<file path="config.mk">
export PLATFORM = sky130hd
export DESIGN_NAME = acd_angle_core
export DESIGN_NICKNAME = d
export VERILOG_FILES = /design/src/acd_angle_core.v /design/src/acd_cordic.v /design/src/acd_word_protect.v
export VERILOG_INCLUDE_DIRS = /design/src
export SDC_FILE = /design/constraint.sdc
export NUM_CORES = 2
export LEC_CHECK = 0
export BUFFER_PORTS_ARGS = -buffer_cell sky130_fd_sc_hd__buf_2
export CORE_MARGIN = 10
export CORE_UTILIZATION = 30
export CTS_CLUSTER_SIZE = 10
export DETAILED_ROUTE_END_ITERATION = 7
export GPL_TIMING_DRIVEN = 0
export PLACE_DENSITY_LB_ADDON = 0.1
export SYNTH_ARGS = -nofsm -noshare
export SYNTH_HDL_FRONTEND = slang
export SYNTH_SLANG_ARGS = --single-unit
</file>
<file path="constraint.sdc">
create_clock -name mclk -period 77.5 [get_ports mclk]
set_input_delay 7.75 -clock mclk [delete_from_list [all_inputs] [get_ports mclk]]
set_output_delay 7.75 -clock mclk [all_outputs]
set_load 0.005 [all_outputs]
</file>
<file path="src/acdiag_map.vh">
// register offsets, field positions, reset values and codes for the angle core
`ifndef ACDIAG_MAP_VH
`define ACDIAG_MAP_VH
// ********************************************************
// register byte offsets
// ********************************************************
`define ACD_CTRL        12'h000
`define ACD_ZERO        12'h004
`define ACD_RANGE       12'h008
`define ACD_CLAMP       12'h00c
`define ACD_SWITCH      12'h010
`define ACD_STATUS      12'h014
`define ACD_OUTPUT      12'h018
`define ACD_USER0       12'h01c
`define ACD_USER1       12'h020
`define ACD_IDENT       12'h024
`define ACD_MEMADDR     12'h028
`define ACD_MEMWDATA    12'h02c
`define ACD_MEMRDATA    12'h030
`define ACD_MAGMIN      12'h034
// ********************************************************
// control fields
// ********************************************************
`define ACD_CTRL_FALL   0
`define ACD_CTRL_ACTD   1
`define ACD_CTRL_DHIGH  2
`define ACD_CTRL_RESET  32'h0000_0000
// ********************************************************
// status fields
// ********************************************************
`define ACD_ST_CRCBAD   0
`define ACD_ST_MULTI    1
`define ACD_ST_MAGLOSS  2
`define ACD_ST_LOWSUP   3
`define ACD_ST_CORR     4
`define ACD_ST_DIAG     5
`define ACD_ST_READY    6
// ********************************************************
// reset values, 12-bit output code and 16-bit angle (0x10000 = 180 deg)
// ********************************************************
`define ACD_ZERO_RESET  16'h0000
`define ACD_RANGE_RESET 16'hc000
`define ACD_SW_RESET    16'he000
`define ACD_CLL_RESET   12'h0b0
`define ACD_CLU_RESET   12'hf4f
`define ACD_DIAG_LOW    12'h010
`define ACD_DIAG_HIGH   12'hff0
`define ACD_MAG_RESET   16'h0400
`define ACD_CRC_INIT    16'hffff
`define ACD_CRC_POLY    16'h1021
`define ACD_MEM_WORDS   16
`endif

</file>
<file path="src/acd_angle_core.v">
// angle calculation, output mapping and configuration supervision core
`timescale 1ns/1ps
`include "acdiag_map.vh"
// What this block does
// cancel offsets, cordic, then zero and range
// angle 180-degree periodic from programmable zero
// linear output, rising or falling slope
// above max below switch gives upper clamp
// above switch gives lower clamp
// falling slope exchanges clamp levels
// valid codes between clamps, extremes mean error
// crc over words 0 to 14, checked against stored word 15 at power-on
// 16-bit words stored as 22-bit codes
// single bit error corrected, operation continues
// multiple bit errors enter diagnostic mode
// weak field raises diagnostic condition
// active diagnostic forces crc/magnet errors out
// two free 16-bit user registers
// 32-bit user identifier held in memory
// memory reached only via the apb memory address, write data and read data registers
// low supply sets status bit
// hold diagnostic level during initialisation
// diagnostic persists until next reset
// one output code per angle computation
module acd_angle_core #(
    parameter WORDS = `ACD_MEM_WORDS
) (
    input  wire        mclk,
    input  wire        reset,
    input  wire        adcValid,
    input  wire        adcSel,
    input  wire [15:0] adcData,
    input  wire        lowSupply,
    input  wire        psel,
    input  wire        penable,
    input  wire        pwrite,
    input  wire [11:0] paddr,
    input  wire [31:0] pwdata,
    output reg  [31:0] prdata,
    output reg         pready,
    output reg         pslverr,
    output reg  [11:0] dacCode,
    output reg         dacValid
);
    // ********************************************************
    // configuration memory, 22-bit protected words
    // ********************************************************
    // word 0 ctrl, 1 zero, 2 range, 3 lower clamp, 4 upper clamp, 5 switch,
    // 6/7 user regs, 8/9 identifier, 10 magnet min, 15 stored crc
    reg [21:0] mem [0:WORDS-1];
    reg [3:0]  memAddr;
    reg [15:0] cfg [0:WORDS-1];
    reg [15:0] crc;
    reg [3:0]  scanIdx;
    reg        scanning;
    reg        crcBad;
    reg        multiErr;
    reg        corrSeen;
    reg        magLoss;
    reg        lowSupSt;
    reg        diag;
    reg [15:0] offSin;
    reg [15:0] offCos;
    reg [15:0] rawSin;
    reg [15:0] rawCos;
    reg        haveSin;
    reg        cordStart;
    wire [15:0] wordData;
    wire        wordCorr;
    wire        wordMulti;
    wire        cordDone;
    wire [15:0] angle;
    wire [17:0] mag;
    function [21:0] encode;
        input [15:0] d;
        reg   [21:0] c;
        reg   [4:0]  s;
        integer      i;
        integer      k;
        begin
            c = 22'h000000;
            k = 0;
            for (i = 3; i < 22; i = i + 1) begin
                if (i != 4 && i != 8 && i != 16) begin
                    c[i] = d[k];
                    k = k + 1;
                end
            end
            s = 5'h00;
            for (i = 1; i < 22; i = i + 1) begin
                if (c[i]) begin
                    s = s ^ i[4:0];
                end
            end
            c[1] = s[0];
            c[2] = s[1];
            c[4] = s[2];
            c[8] = s[3];
            c[16] = s[4];
            c[0] = ^c[21:1];
            encode = c;
        end
    endfunction
    function [15:0] crcStep;
        input [15:0] cin;
        input [15:0] d;
        reg   [15:0] c;
        integer      i;
        begin
            c = cin;
            for (i = 15; i >= 0; i = i - 1) begin
                if (c[15] ^ d[i]) begin
                    c = {c[14:0], 1'b0} ^ `ACD_CRC_POLY;
                end else begin
                    c = {c[14:0], 1'b0};
                end
            end
            crcStep = c;
        end
    endfunction
    acd_word_protect uProt (
        .codeIn     (mem[memAddr]),
        .dataOut    (wordData),
        .corrected  (wordCorr),
        .multiError (wordMulti)
    );
    // ********************************************************
    // power-on scan: decode every word, crc, load shadow copies
    // ********************************************************
    wire apbAcc = psel && penable;
    wire apbWr  = apbAcc && pwrite;
    wire memWr  = apbWr && paddr == `ACD_MEMWDATA;
    integer j;
    always @(posedge mclk) begin
        if (reset) begin
            scanning <= 1'b1;
            scanIdx <= 4'h0;
            crc <= `ACD_CRC_INIT;
            crcBad <= 1'b0;
            multiErr <= 1'b0;
            corrSeen <= 1'b0;
            memAddr <= 4'h0;
            for (j = 0; j < WORDS; j = j + 1) begin
                cfg[j] <= 16'h0000;
            end
        end else if (scanning) begin
            cfg[scanIdx] <= wordData;
            if (wordMulti) begin
                multiErr <= 1'b1;
            end
            if (wordCorr) begin
                corrSeen <= 1'b1;
            end
            if (scanIdx == WORDS - 1) begin
                scanning <= 1'b0;
                crcBad <= crc != wordData;
            end else begin
                crc <= crcStep(crc, wordData);
                scanIdx <= scanIdx + 4'h1;
                memAddr <= scanIdx + 4'h1;
            end
        end else if (apbWr && paddr == `ACD_MEMADDR) begin
            memAddr <= pwdata[3:0];
        end
    end
    // writes go straight to storage; new settings take effect after next reset
    always @(posedge mclk) begin
        if (memWr && !scanning) begin
            mem[memAddr] <= encode(pwdata[15:0]);
        end
    end
    // ********************************************************
    // sample pairing, offset cancellation, cordic
    // ********************************************************
    always @(posedge mclk) begin
        if (reset) begin
            rawSin <= 16'h0000;
            rawCos <= 16'h0000;
            haveSin <= 1'b0;
            cordStart <= 1'b0;
        end else begin
            cordStart <= 1'b0;
            if (adcValid && !adcSel) begin
                rawSin <= adcData - offSin;
                haveSin <= 1'b1;
            end else if (adcValid && adcSel && haveSin) begin
                rawCos <= adcData - offCos;
                haveSin <= 1'b0;
                cordStart <= !scanning;
            end
        end
    end
    acd_cordic #(
        .ITER (14)
    ) uCordic (
        .mclk      (mclk),
        .reset     (reset),
        .start     (cordStart),
        .sinIn     (rawSin),
        .cosIn     (rawCos),
        .done      (cordDone),
        .angle     (angle),
        .magnitude (mag)
    );
    // ********************************************************
    // zero, range, slope, clamping and diagnostic selection
    // ********************************************************
    wire [15:0] ctrl   = cfg[0];
    wire [15:0] rel    = angle - cfg[1];
    wire        fall   = ctrl[`ACD_CTRL_FALL];
    wire [11:0] cll    = cfg[3][11:0];
    wire [11:0] clu    = cfg[4][11:0];
    wire [11:0] span   = clu - cll;
    wire [27:0] prod   = rel * span;
    wire [15:0] rng    = (cfg[2] == 16'h0000) ? 16'h0001 : cfg[2];
    wire [27:0] quo    = prod / rng;
    wire [11:0] lin    = quo[11:0];
    wire [11:0] diagLv = ctrl[`ACD_CTRL_DHIGH] ? `ACD_DIAG_HIGH : `ACD_DIAG_LOW;
    reg  [11:0] next_dacCode;
    always @* begin
        if (rel <= cfg[2]) begin
            next_dacCode = fall ? clu - lin : cll + lin;
        end else if (rel < cfg[5]) begin
            next_dacCode = fall ? cll : clu;               // see R4
        end else begin
            next_dacCode = fall ? clu : cll;               // see R5
        end
        if (diag) begin
            next_dacCode = diagLv;                         // see R7
        end
    end
    always @(posedge mclk) begin
        if (reset) begin
            diag <= 1'b0;
            magLoss <= 1'b0;
            lowSupSt <= 1'b0;
            offSin <= 16'h0000;
            offCos <= 16'h0000;
            dacCode <= `ACD_DIAG_LOW;
            dacValid <= 1'b0;
        end else begin
            dacValid <= 1'b0;
            if (lowSupply) begin
                lowSupSt <= 1'b1;
            end
            if (scanning) begin
                dacCode <= diagLv;
                offSin <= cfg[11];
                offCos <= cfg[12];
            end else begin
                if (cordDone && mag[17:2] < cfg[10]) begin
                    magLoss <= 1'b1;
                end
                if (multiErr || (ctrl[`ACD_CTRL_ACTD] && (crcBad || magLoss))) begin
                    diag <= 1'b1;                          // see R13
                end
                if (diag) begin
                    dacCode <= diagLv;                     // see R13
                end else if (cordDone) begin
                    dacCode <= next_dacCode;
                end
                if (cordDone) begin
                    dacValid <= 1'b1;
                end
            end
        end
    end
    // ********************************************************
    // apb slave, zero wait states
    // ********************************************************
    always @(posedge mclk) begin
        if (reset) begin
            prdata <= 32'h0000_0000;
            pready <= 1'b0;
            pslverr <= 1'b0;
        end else begin
            pready <= psel && !penable;
            pslverr <= 1'b0;
            prdata <= 32'h0000_0000;
            if (psel && !penable) begin
                case (paddr)
                    `ACD_CTRL:     prdata <= {16'h0000, cfg[0]};
                    `ACD_ZERO:     prdata <= {16'h0000, cfg[1]};
                    `ACD_RANGE:    prdata <= {16'h0000, cfg[2]};
                    `ACD_CLAMP:    prdata <= {4'h0, clu, 4'h0, cll};
                    `ACD_SWITCH:   prdata <= {16'h0000, cfg[5]};
                    `ACD_STATUS:   prdata <= {25'h0, !scanning, diag, corrSeen, lowSupSt,
                                              magLoss, multiErr, crcBad};
                    `ACD_OUTPUT:   prdata <= {20'h00000, dacCode};
                    `ACD_USER0:    prdata <= {16'h0000, cfg[6]};
                    `ACD_USER1:    prdata <= {16'h0000, cfg[7]};
                    `ACD_IDENT:    prdata <= {cfg[9], cfg[8]};
                    `ACD_MEMADDR:  prdata <= {28'h0000000, memAddr};
                    `ACD_MEMWDATA: prdata <= 32'h0000_0000;
                    `ACD_MEMRDATA: prdata <= {16'h0000, wordData};
                    `ACD_MAGMIN:   prdata <= {16'h0000, cfg[10]};
                    default:       pslverr <= 1'b1;
                endcase
            end
        end
    end
endmodule // acd_angle_core

</file>
<file path="src/acd_cordic.v">
// iterative vectoring cordic giving a 180-degree periodic angle
`timescale 1ns/1ps
module acd_cordic #(
    parameter ITER = 14
) (
    input  wire        mclk,
    input  wire        reset,
    input  wire        start,
    input  wire [15:0] sinIn,
    input  wire [15:0] cosIn,
    output reg         done,
    output reg  [15:0] angle,
    output reg  [17:0] magnitude
);
    reg [17:0] x;
    reg [17:0] y;
    reg [17:0] z;
    reg [3:0]  step;
    reg        busy;
    reg [17:0] atanTab;
    // atan(2^-i) with full turn = 2^18; z/4 maps 180 mechanical deg onto 16 bits
    always @* begin
        case (step)
            4'd0:    atanTab = 18'h08000;
            4'd1:    atanTab = 18'h04b90;
            4'd2:    atanTab = 18'h027ed;
            4'd3:    atanTab = 18'h01444;
            4'd4:    atanTab = 18'h00a2c;
            4'd5:    atanTab = 18'h00517;
            4'd6:    atanTab = 18'h0028c;
            4'd7:    atanTab = 18'h00146;
            4'd8:    atanTab = 18'h000a3;
            4'd9:    atanTab = 18'h00051;
            4'd10:   atanTab = 18'h00029;
            4'd11:   atanTab = 18'h00014;
            4'd12:   atanTab = 18'h0000a;
            default: atanTab = 18'h00005;
        endcase
    end
    wire signed [17:0] xs = x;
    wire signed [17:0] ys = y;
    wire signed [17:0] xsh = xs >>> step;
    wire signed [17:0] ysh = ys >>> step;
    always @(posedge mclk) begin
        if (reset) begin
            x <= 18'h00000;
            y <= 18'h00000;
            z <= 18'h00000;
            step <= 4'h0;
            busy <= 1'b0;
            done <= 1'b0;
            angle <= 16'h0000;
            magnitude <= 18'h00000;
        end else begin
            done <= 1'b0;
            if (start && !busy) begin
                busy <= 1'b1;
                step <= 4'h0;
                // fold into right half plane, add 180 deg when x negative
                if (cosIn[15]) begin
                    x <= -{{2{cosIn[15]}}, cosIn};
                    y <= -{{2{sinIn[15]}}, sinIn};
                    z <= 18'h20000;
                end else begin
                    x <= {{2{cosIn[15]}}, cosIn};
                    y <= {{2{sinIn[15]}}, sinIn};
                    z <= 18'h00000;
                end
            end else if (busy) begin
                if (ys < 0) begin
                    x <= x - ysh;
                    y <= y + xsh;
                    z <= z - atanTab;
                end else begin
                    x <= x + ysh;
                    y <= y - xsh;
                    z <= z + atanTab;
                end
                if (step == ITER - 1) begin
                    busy <= 1'b0;
                end else begin
                    step <= step + 4'h1;
                end
            end
            if (busy && step == ITER - 1) begin
                done <= 1'b1;
                // half of the field angle is the mechanical angle, 180-degree periodic
                angle <= z[17:2];
                magnitude <= x;
            end
        end
    end
endmodule // acd_cordic

</file>
<file path="src/acd_word_protect.v">
// single-error-correcting, double-error-detecting 22-bit word protection
`timescale 1ns/1ps
module acd_word_protect (
    input  wire [21:0] codeIn,
    output reg  [15:0] dataOut,
    output reg         corrected,
    output reg         multiError
);
    // ********************************************************
    // syndrome over hamming positions 1..21, bit 0 is overall parity
    // ********************************************************
    reg [4:0]  syn;
    reg [21:0] fixed;
    reg        par;
    integer    i;
    integer    k;
    always @* begin
        syn = 5'h00;
        par = ^codeIn;
        for (i = 1; i < 22; i = i + 1) begin
            if (codeIn[i]) begin
                syn = syn ^ i[4:0];
            end
        end
        fixed = codeIn;
        corrected = 1'b0;
        multiError = 1'b0;
        if (syn != 5'h00 && par) begin
            corrected = 1'b1;
            fixed[syn] = ~codeIn[syn];
        end else if (syn != 5'h00 && !par) begin
            multiError = 1'b1;
        end else if (syn == 5'h00 && par) begin
            corrected = 1'b1;
        end
        dataOut = 16'h0000;
        k = 0;
        for (i = 3; i < 22; i = i + 1) begin
            if (i != 4 && i != 8 && i != 16) begin
                dataOut[k] = fixed[i];
                k = k + 1;
            end
        end
    end
endmodule // acd_word_protect

</file>
=== After elaboration in Yosys (flattened, before gate mapping) ===
Memory sizes are Yosys's and may differ from the RTL's. A register that Yosys moved wholly into a read port is not among the register bits.
Index checks and enable logic that the tools add are counted.

* Bits in registers: 206
* Memory bits (writable): 608
* Memory bits (read-only): 256
* Input bits: 68
* Output and inout port bits: 47
* Logic and storage cells: 476
* Memories: 3

* $add $sub $neg: 30
* Multiply operators: 1
* Div/mod/pow operators: 1
* Order comparisons: 21
* Equal/unequal tests: 17
* Shifts and indexed selects: 2
* Muxes and demuxes: 251
* Bitwise logic cells: 74
* Reductions and logical operators: 49

{| class="wikitable"
|+ Memory list
! memory !! words !! bits a word !! read ports !! clocked after Yosys merged registers in !! write ports !! RTL line !! source
|-
| mem || 16 || 22 || 1 || 1 || 1 || acd_angle_core.v:50 || <nowiki>reg [21:0] mem [0:WORDS-1];</nowiki>
|-
| (name not given) || 16 || 16 || 1 || 1 || 0 || acd_cordic.v:23 || <nowiki>case (step)</nowiki>
|-
| cfg || 16 || 16 || 13 || 2 || 16 || acd_angle_core.v:52 || <nowiki>reg [15:0] cfg [0:WORDS-1];</nowiki>
|}

{| class="wikitable"
|+ Operators by type and width
! operator !! number
|-
| 16-bit two-way mux || 47
|-
| 32-bit by 6-bit < comparator with 1-bit output (second input constant) || 15
|-
| 32-bit two-way mux || 15
|-
| 32-bit by 2-bit adder with 32-bit output (second input constant) || 14
|-
| 32-bit one-hot mux with 13 select lines || 1
|-
| 18-bit two-way mux || 12
|-
| 13-bit two-way mux || 16
|-
| 5-bit two-way mux || 27
|-
| 12-bit two-way mux || 9
|-
| 4-bit two-way mux || 23
|-
| 3-bit inverter || 28
|-
| 12-bit by 6-bit == test with 1-bit output (second input constant) || 6
|-
| 1-bit two-way mux || 72
|-
| 1-bit binary-select mux with 4-bit select || 15
|-
| 18-bit adder || 3
|-
| 18-bit subtractor || 3
|-
| 12-bit by 5-bit == test with 1-bit output (second input constant) || 4
|-
| 16-bit subtractor || 3
|-
| 18-bit negator || 2
|-
| 18-bit by 4-bit >>> shifter with 18-bit output || 2
|-
| 2-bit inverter || 17
|-
| 16-bit < comparator || 2
|-
| 28-bit by 16-bit divider with 28-bit output || 1
|-
| 16-bit by 12-bit multiplier with 28-bit output || 1
|-
| other kinds (38) || 108
|}

=== Logic depth before layout (Yosys ltp) ===
* Depth in word-level cells: 120
* Gate-level depth with buffers: 424
* Gate-level depth less buffers: 394

=== Hierarchy ===
From an unflattened synthesis, not the netlist that was laid out.

* Cell total of the unflattened synthesis: 6972
* Area, all modules: 66993.0 um2

{| class="wikitable"
|+ Modules (own cells, without submodules)
! module !! times used !! cells an instance !! area each (um2) !! seq. area each (um2)
|-
| acd_angle_core || 1 || 5594 || 55926.1 || 19538.7
|-
| acd_cordic || 1 || 1266 || 10040.9 || 2202.1
|-
| acd_word_protect || 1 || 112 || 1026.0 || 0.0
|}

=== Worst setup path after synthesis ===
Ideal clock, no wire load.

* Kind: reg-to-reg
* Start: memory cfg[3][1]
* End: register dacCode[11]
* Library setup time: 0.137 ns
* Arrival: 81.439 ns
* Required time: 77.363 ns
* Slack: -4.075 ns
* Cell stages (with the launch flop): 403
* Path buffers: 38
* Clock period less this slack: 81.575 ns
* Cells stage by stage: edfxtp_1 inv_1 ha_1 nor2b_1 o21ai_0 nand2b_1 a21o_1 a21o_1 a21o_1 a21o_1 a21o_1 a21o_1 a21o_1 a21oi_1 xnor2_1 clkbuf_1 nor2_1 fa_1 [... 367 more ...] a21o_1 a21oi_1 o21ai_0 a21oi_1 o21ai_0 a21oi_1 o21bai_1 a21oi_1 o21bai_1 a21oi_1 xor2_1 nor2_1 a21oi_1 xnor2_1 o21ai_0 nand2_1 o21ai_0 a21oi_1

{| class="wikitable"
|+ RTL lines
! element !! RTL line !! source
|-
| from (decl) || acd_angle_core.v:52 ||
|-
| to (signal assigned) || acd_angle_core.v:239 || <nowiki>dacCode <= `ACD_DIAG_LOW;</nowiki>
|-
| to (signal assigned) || acd_angle_core.v:247 || <nowiki>dacCode <= diagLv;</nowiki>
|-
| to (signal assigned) || acd_angle_core.v:258 || <nowiki>dacCode <= diagLv;</nowiki>
|-
| to (decl) || acd_angle_core.v:42 || <nowiki>output reg [11:0] dacCode,</nowiki>
|}

==> results.md <==
- FMAX: 0.0130 GHz
- I/O pin cnt: 115
- Vias: 56,000
- Highest metal used: met5
- FILL cells: 21,900
- Crit path time final: 77.13 ns
- CTS Buf Count: 94
- Die height: 489 um
- Crit path arrival time: 77.68 ns
- Cells after synthesis: 6,980
- Final Hold Viols: 0
- Total Routing Usage GR: 19.5%
- Routed WL per cell: 22.8 um
- Worst R2R End: dacCode[5]$_SDFFE_PP0P_
- Tightest Hold Check Type: reg2reg
- WL met3: 7930 um
- First-pass GRT wire length: 359,000 um
- Clk_skew: 0.0341 ns
- Synthesized flop and latch total: 808
- R2r startpoint: cfg[3][1]$_SDFFCE_PN0P_
- WL met1: 107,000 um
- Critical Path Max Stage Delay: 0.56 ns
- Crit path required time: 78.05 ns
- Post-synthesis sequential area ratio: 32.9%
- Max FO, Critical Path: 7
- Max Cap Viol: 0
- Die area: 0.239 sq mm
- Post-layout util: 37.3%
- H-tree levels: 3
- CTS clk-pin slew, worst paths: 0.06 ns
- CTS max path bufs: 3
- Buffers on Ports: 97
- Core ar.: 0.219 sq mm
- RSZ-0062 raised after global routing: true
- Final Max Slew Viols: 0
- CTS root buf: clkbuf_16
- Ys flop type: edfxtp_1
- Total grt overflow: 0
- Number of global-route vias before repair: 56,400
- Synth warn: 0
- Detailed placement HPWL: 185,000 um
- Synth unique cells: 111
- Synth async-reset ratio: 0%
- RePlAce Congestion: 0.896
- Syn_nets: 7,784
- Cell Area, Synth: 0.0660 sq mm
- Fin crit share: 99.5%
- DRC errors left: 0
- Post-synth top area cell: edfxtp_1
- Largest net degree at the start of global routing: 29
- WHS Path Cells: 2
- CP Launch Type: register
- Crit. End Element: register
- CTS tree: built
- Final ANT Viol Nets: 0
- Vias/cell: 5.26
- Cell Rows: 172
- R2R setup slack: 0.37 ns
- Crit-path most repeated cell: o21a_1
- Initial antenna violation count: 17
- Critical path start-end classification: reg2reg
- DRT Pass-1 Iters: 6
- Worst path slowest cell: or4_1
- Layout cells sized above 1: 21.0%
- Synthesized area per cell: 9.46 sq um
- Status: finished, final reports clean
- Final setup viols: 0
- Worst-Margin Slew: 1.42 ns
- Hold buffers post-CTS: 0
- Synth area leaders: edfxtp_1 25%, ha_1 11%, dfxtp_1 7.8%
- Hold Crit Endpoint: uCordic.angle[10]$_SDFFE_PP0P_
- Top-area cell type share of the netlist area: 25.1%
- Reg2Reg Depth: 411
- CTS sink count: 808
- DR iter-0 viols: 3,495
- Die W: 489 um
- Synth-to-Final Area Change: 24.0%
- Post-synth EDFFs: 552
- HP Start: uCordic.angle[10]$_SDFFE_PP0P_
- Total wire length: 243,000 um
- Worst-Skew Late Latency: 0.71 ns
- Worst rel slew slack: 2.54%
- Initial Util: 30.1%
- Met2 routed wirelength: 120,000 um
- Layout net count: 8,512
- Crit. Startpoint: cfg[3][1]$_SDFFCE_PN0P_
==> worst max-delay path by stage <==
stage	to	slack (ns)
4_1_cts	dacCode[11]$_SDFFE_PP0P_	-0.49
6_report	dacCode[5]$_SDFFE_PP0P_	0.37
2_1_floorplan	dacCode[11]$_SDFFE_PP0P_	0.03
3_5_place_dp	dacCode[11]$_SDFFE_PP0P_	-18.44
5_1_grt	dacCode[10]$_SDFFE_PP0P_	-3.33
3_3_place_gp	dacCode[11]$_SDFFE_PP0P_	-18.35
==> cells in the mapped netlist (all sizes together) (14+ instances only) <==
library cell and number:
a211o 31, a211oi 75, a21o 209, a21oi 443
a221oi 29, a222oi 14, a22oi 47, a31o 15
a31oi 50, and2 62, and3 46, buf 61
clkbuf 207, dfxtp 256, edfxtp 552, fa 149
ha 587, inv 418, mux2 110, mux2i 130
mux4 132, nand2 566, nand2b 142, nand3 90
nand3b 20, nand4 32, nor2 814, nor2b 77
nor3 183, nor3b 25, nor4 33, o211a 15
o211ai 41, o21a 145, o21ai 256, o21bai 34
o31ai 88, or2 40, or3 48, or4 16
xnor2 310, xor2 182
==> cell usage in the layout, fill, tap and decap left out, types with 37 or more instances in the layout <==
master,instances
a211oi_1,59
a21o_1,206
a21oi_1,371
a21oi_2,50
a22oi_1,45
a31oi_1,44
and2_1,52
buf_2,99
buf_4,469
buf_6,54
clkbuf_1,220
clkbuf_16,110
dfxtp_1,254
edfxtp_1,552
fa_1,143
ha_1,503
ha_4,67
inv_1,388
mux2_2,79
mux2i_1,112
mux4_2,132
nand2_1,530
nand2b_1,141
nand3_1,80
nor2_1,767
nor2b_1,73
nor3_1,171
o211ai_1,37
o21a_1,138
o21ai_0,180
o21ai_1,38
o31ai_1,74
or3_1,42
xnor2_1,296
xor2_1,176
==> layout make-up <==
class | instances | area [sq um] | area share (%)
well taps | 2871 | 3590 | 4.39
diodes | 4 | 10.0 | 0.0122
inverters | 424 | 1630 | 1.99
repair buffers | 639 | 5200 | 6.36
clock buffers | 154 | 2720 | 3.32
clock inverters | 9 | 144 | 0.176
flip-flops and latches | 808 | 21700 | 26.5
plain buffers | 261 | 1610 | 1.96
multi-input cells | 5480 | 45300 | 55.3
==> registers in the layout, summed over array words and instances, names as in the netlist, 18 cells and up, named ones only <==
| register | count |
|---|---|
| uCordic.z | 18 |
| uCordic.y | 18 |
| mem | 352 |
| uCordic.x | 18 |
| cfg | 200 |
| prdata | 32 |
==> kinds of logic (layout without fill, tap and decap cells) <==
family          after synthesis  after routing  share of synthesized area [%]
simple gates               2231           2231                           15.8
compound gates             1647           1647                           16.7
flops                       808            808                           32.9
fa+ha+maj                   738            738                           15.7
buf+inv                     692           1487                           4.02
xor+xnor                    492            492                           6.53
mux                         372            372                           8.40
other cells                   0              4                              0
==> critical path, delay by kind of cell, from the launching register on <==
family | cells | cell delay [ns]
simple gates | 77 | 13.01
buf+inv | 57 | 7.83
fa+ha+maj | 36 | 10.16
flops | 1 | 0.46
mux | 9 | 2.27
xor+xnor | 4 | 0.54
compound gates | 228 | 42.48
==> per-layer routing <==
metal / vias to the layer above / GRT usage (%)
met5: - / 0
met4: 12 / 5.53
met3: 328 / 1.70
met2: 1071 / 34.7
met1: 27800 / 25.1
li1: 26800 / -
==> repair_timing <==
action | in CTS | in global routing
gates cloned | 2 | 12
buffers inserted | 249 | 242
endpoints found under the setup margin | 12 | 12
pin swaps | 197 | 337
gates resized for setup | 489 | 350
==> through the flow <==
step	cell area, sq um	instances	hold WS, ns	setup slack, ns	TNS [ns]
finish	81900	10700	0.460	0.369	0
global route	81900	10600	0.486	-3.33	-30.86
CTS	78000	10400	0.460	-0.492	-1.78
detailed placement	71100	9984	0.452	-18.44	-209.30
global placement	70300	9948	0.451	-18.35	-207.75
floorplan	66200	6980	0.431	0.0331	0
Power is left out: the tool's default activity adds up to more than one toggle a clock period on the data nets, which glitch-free logic cannot reach.
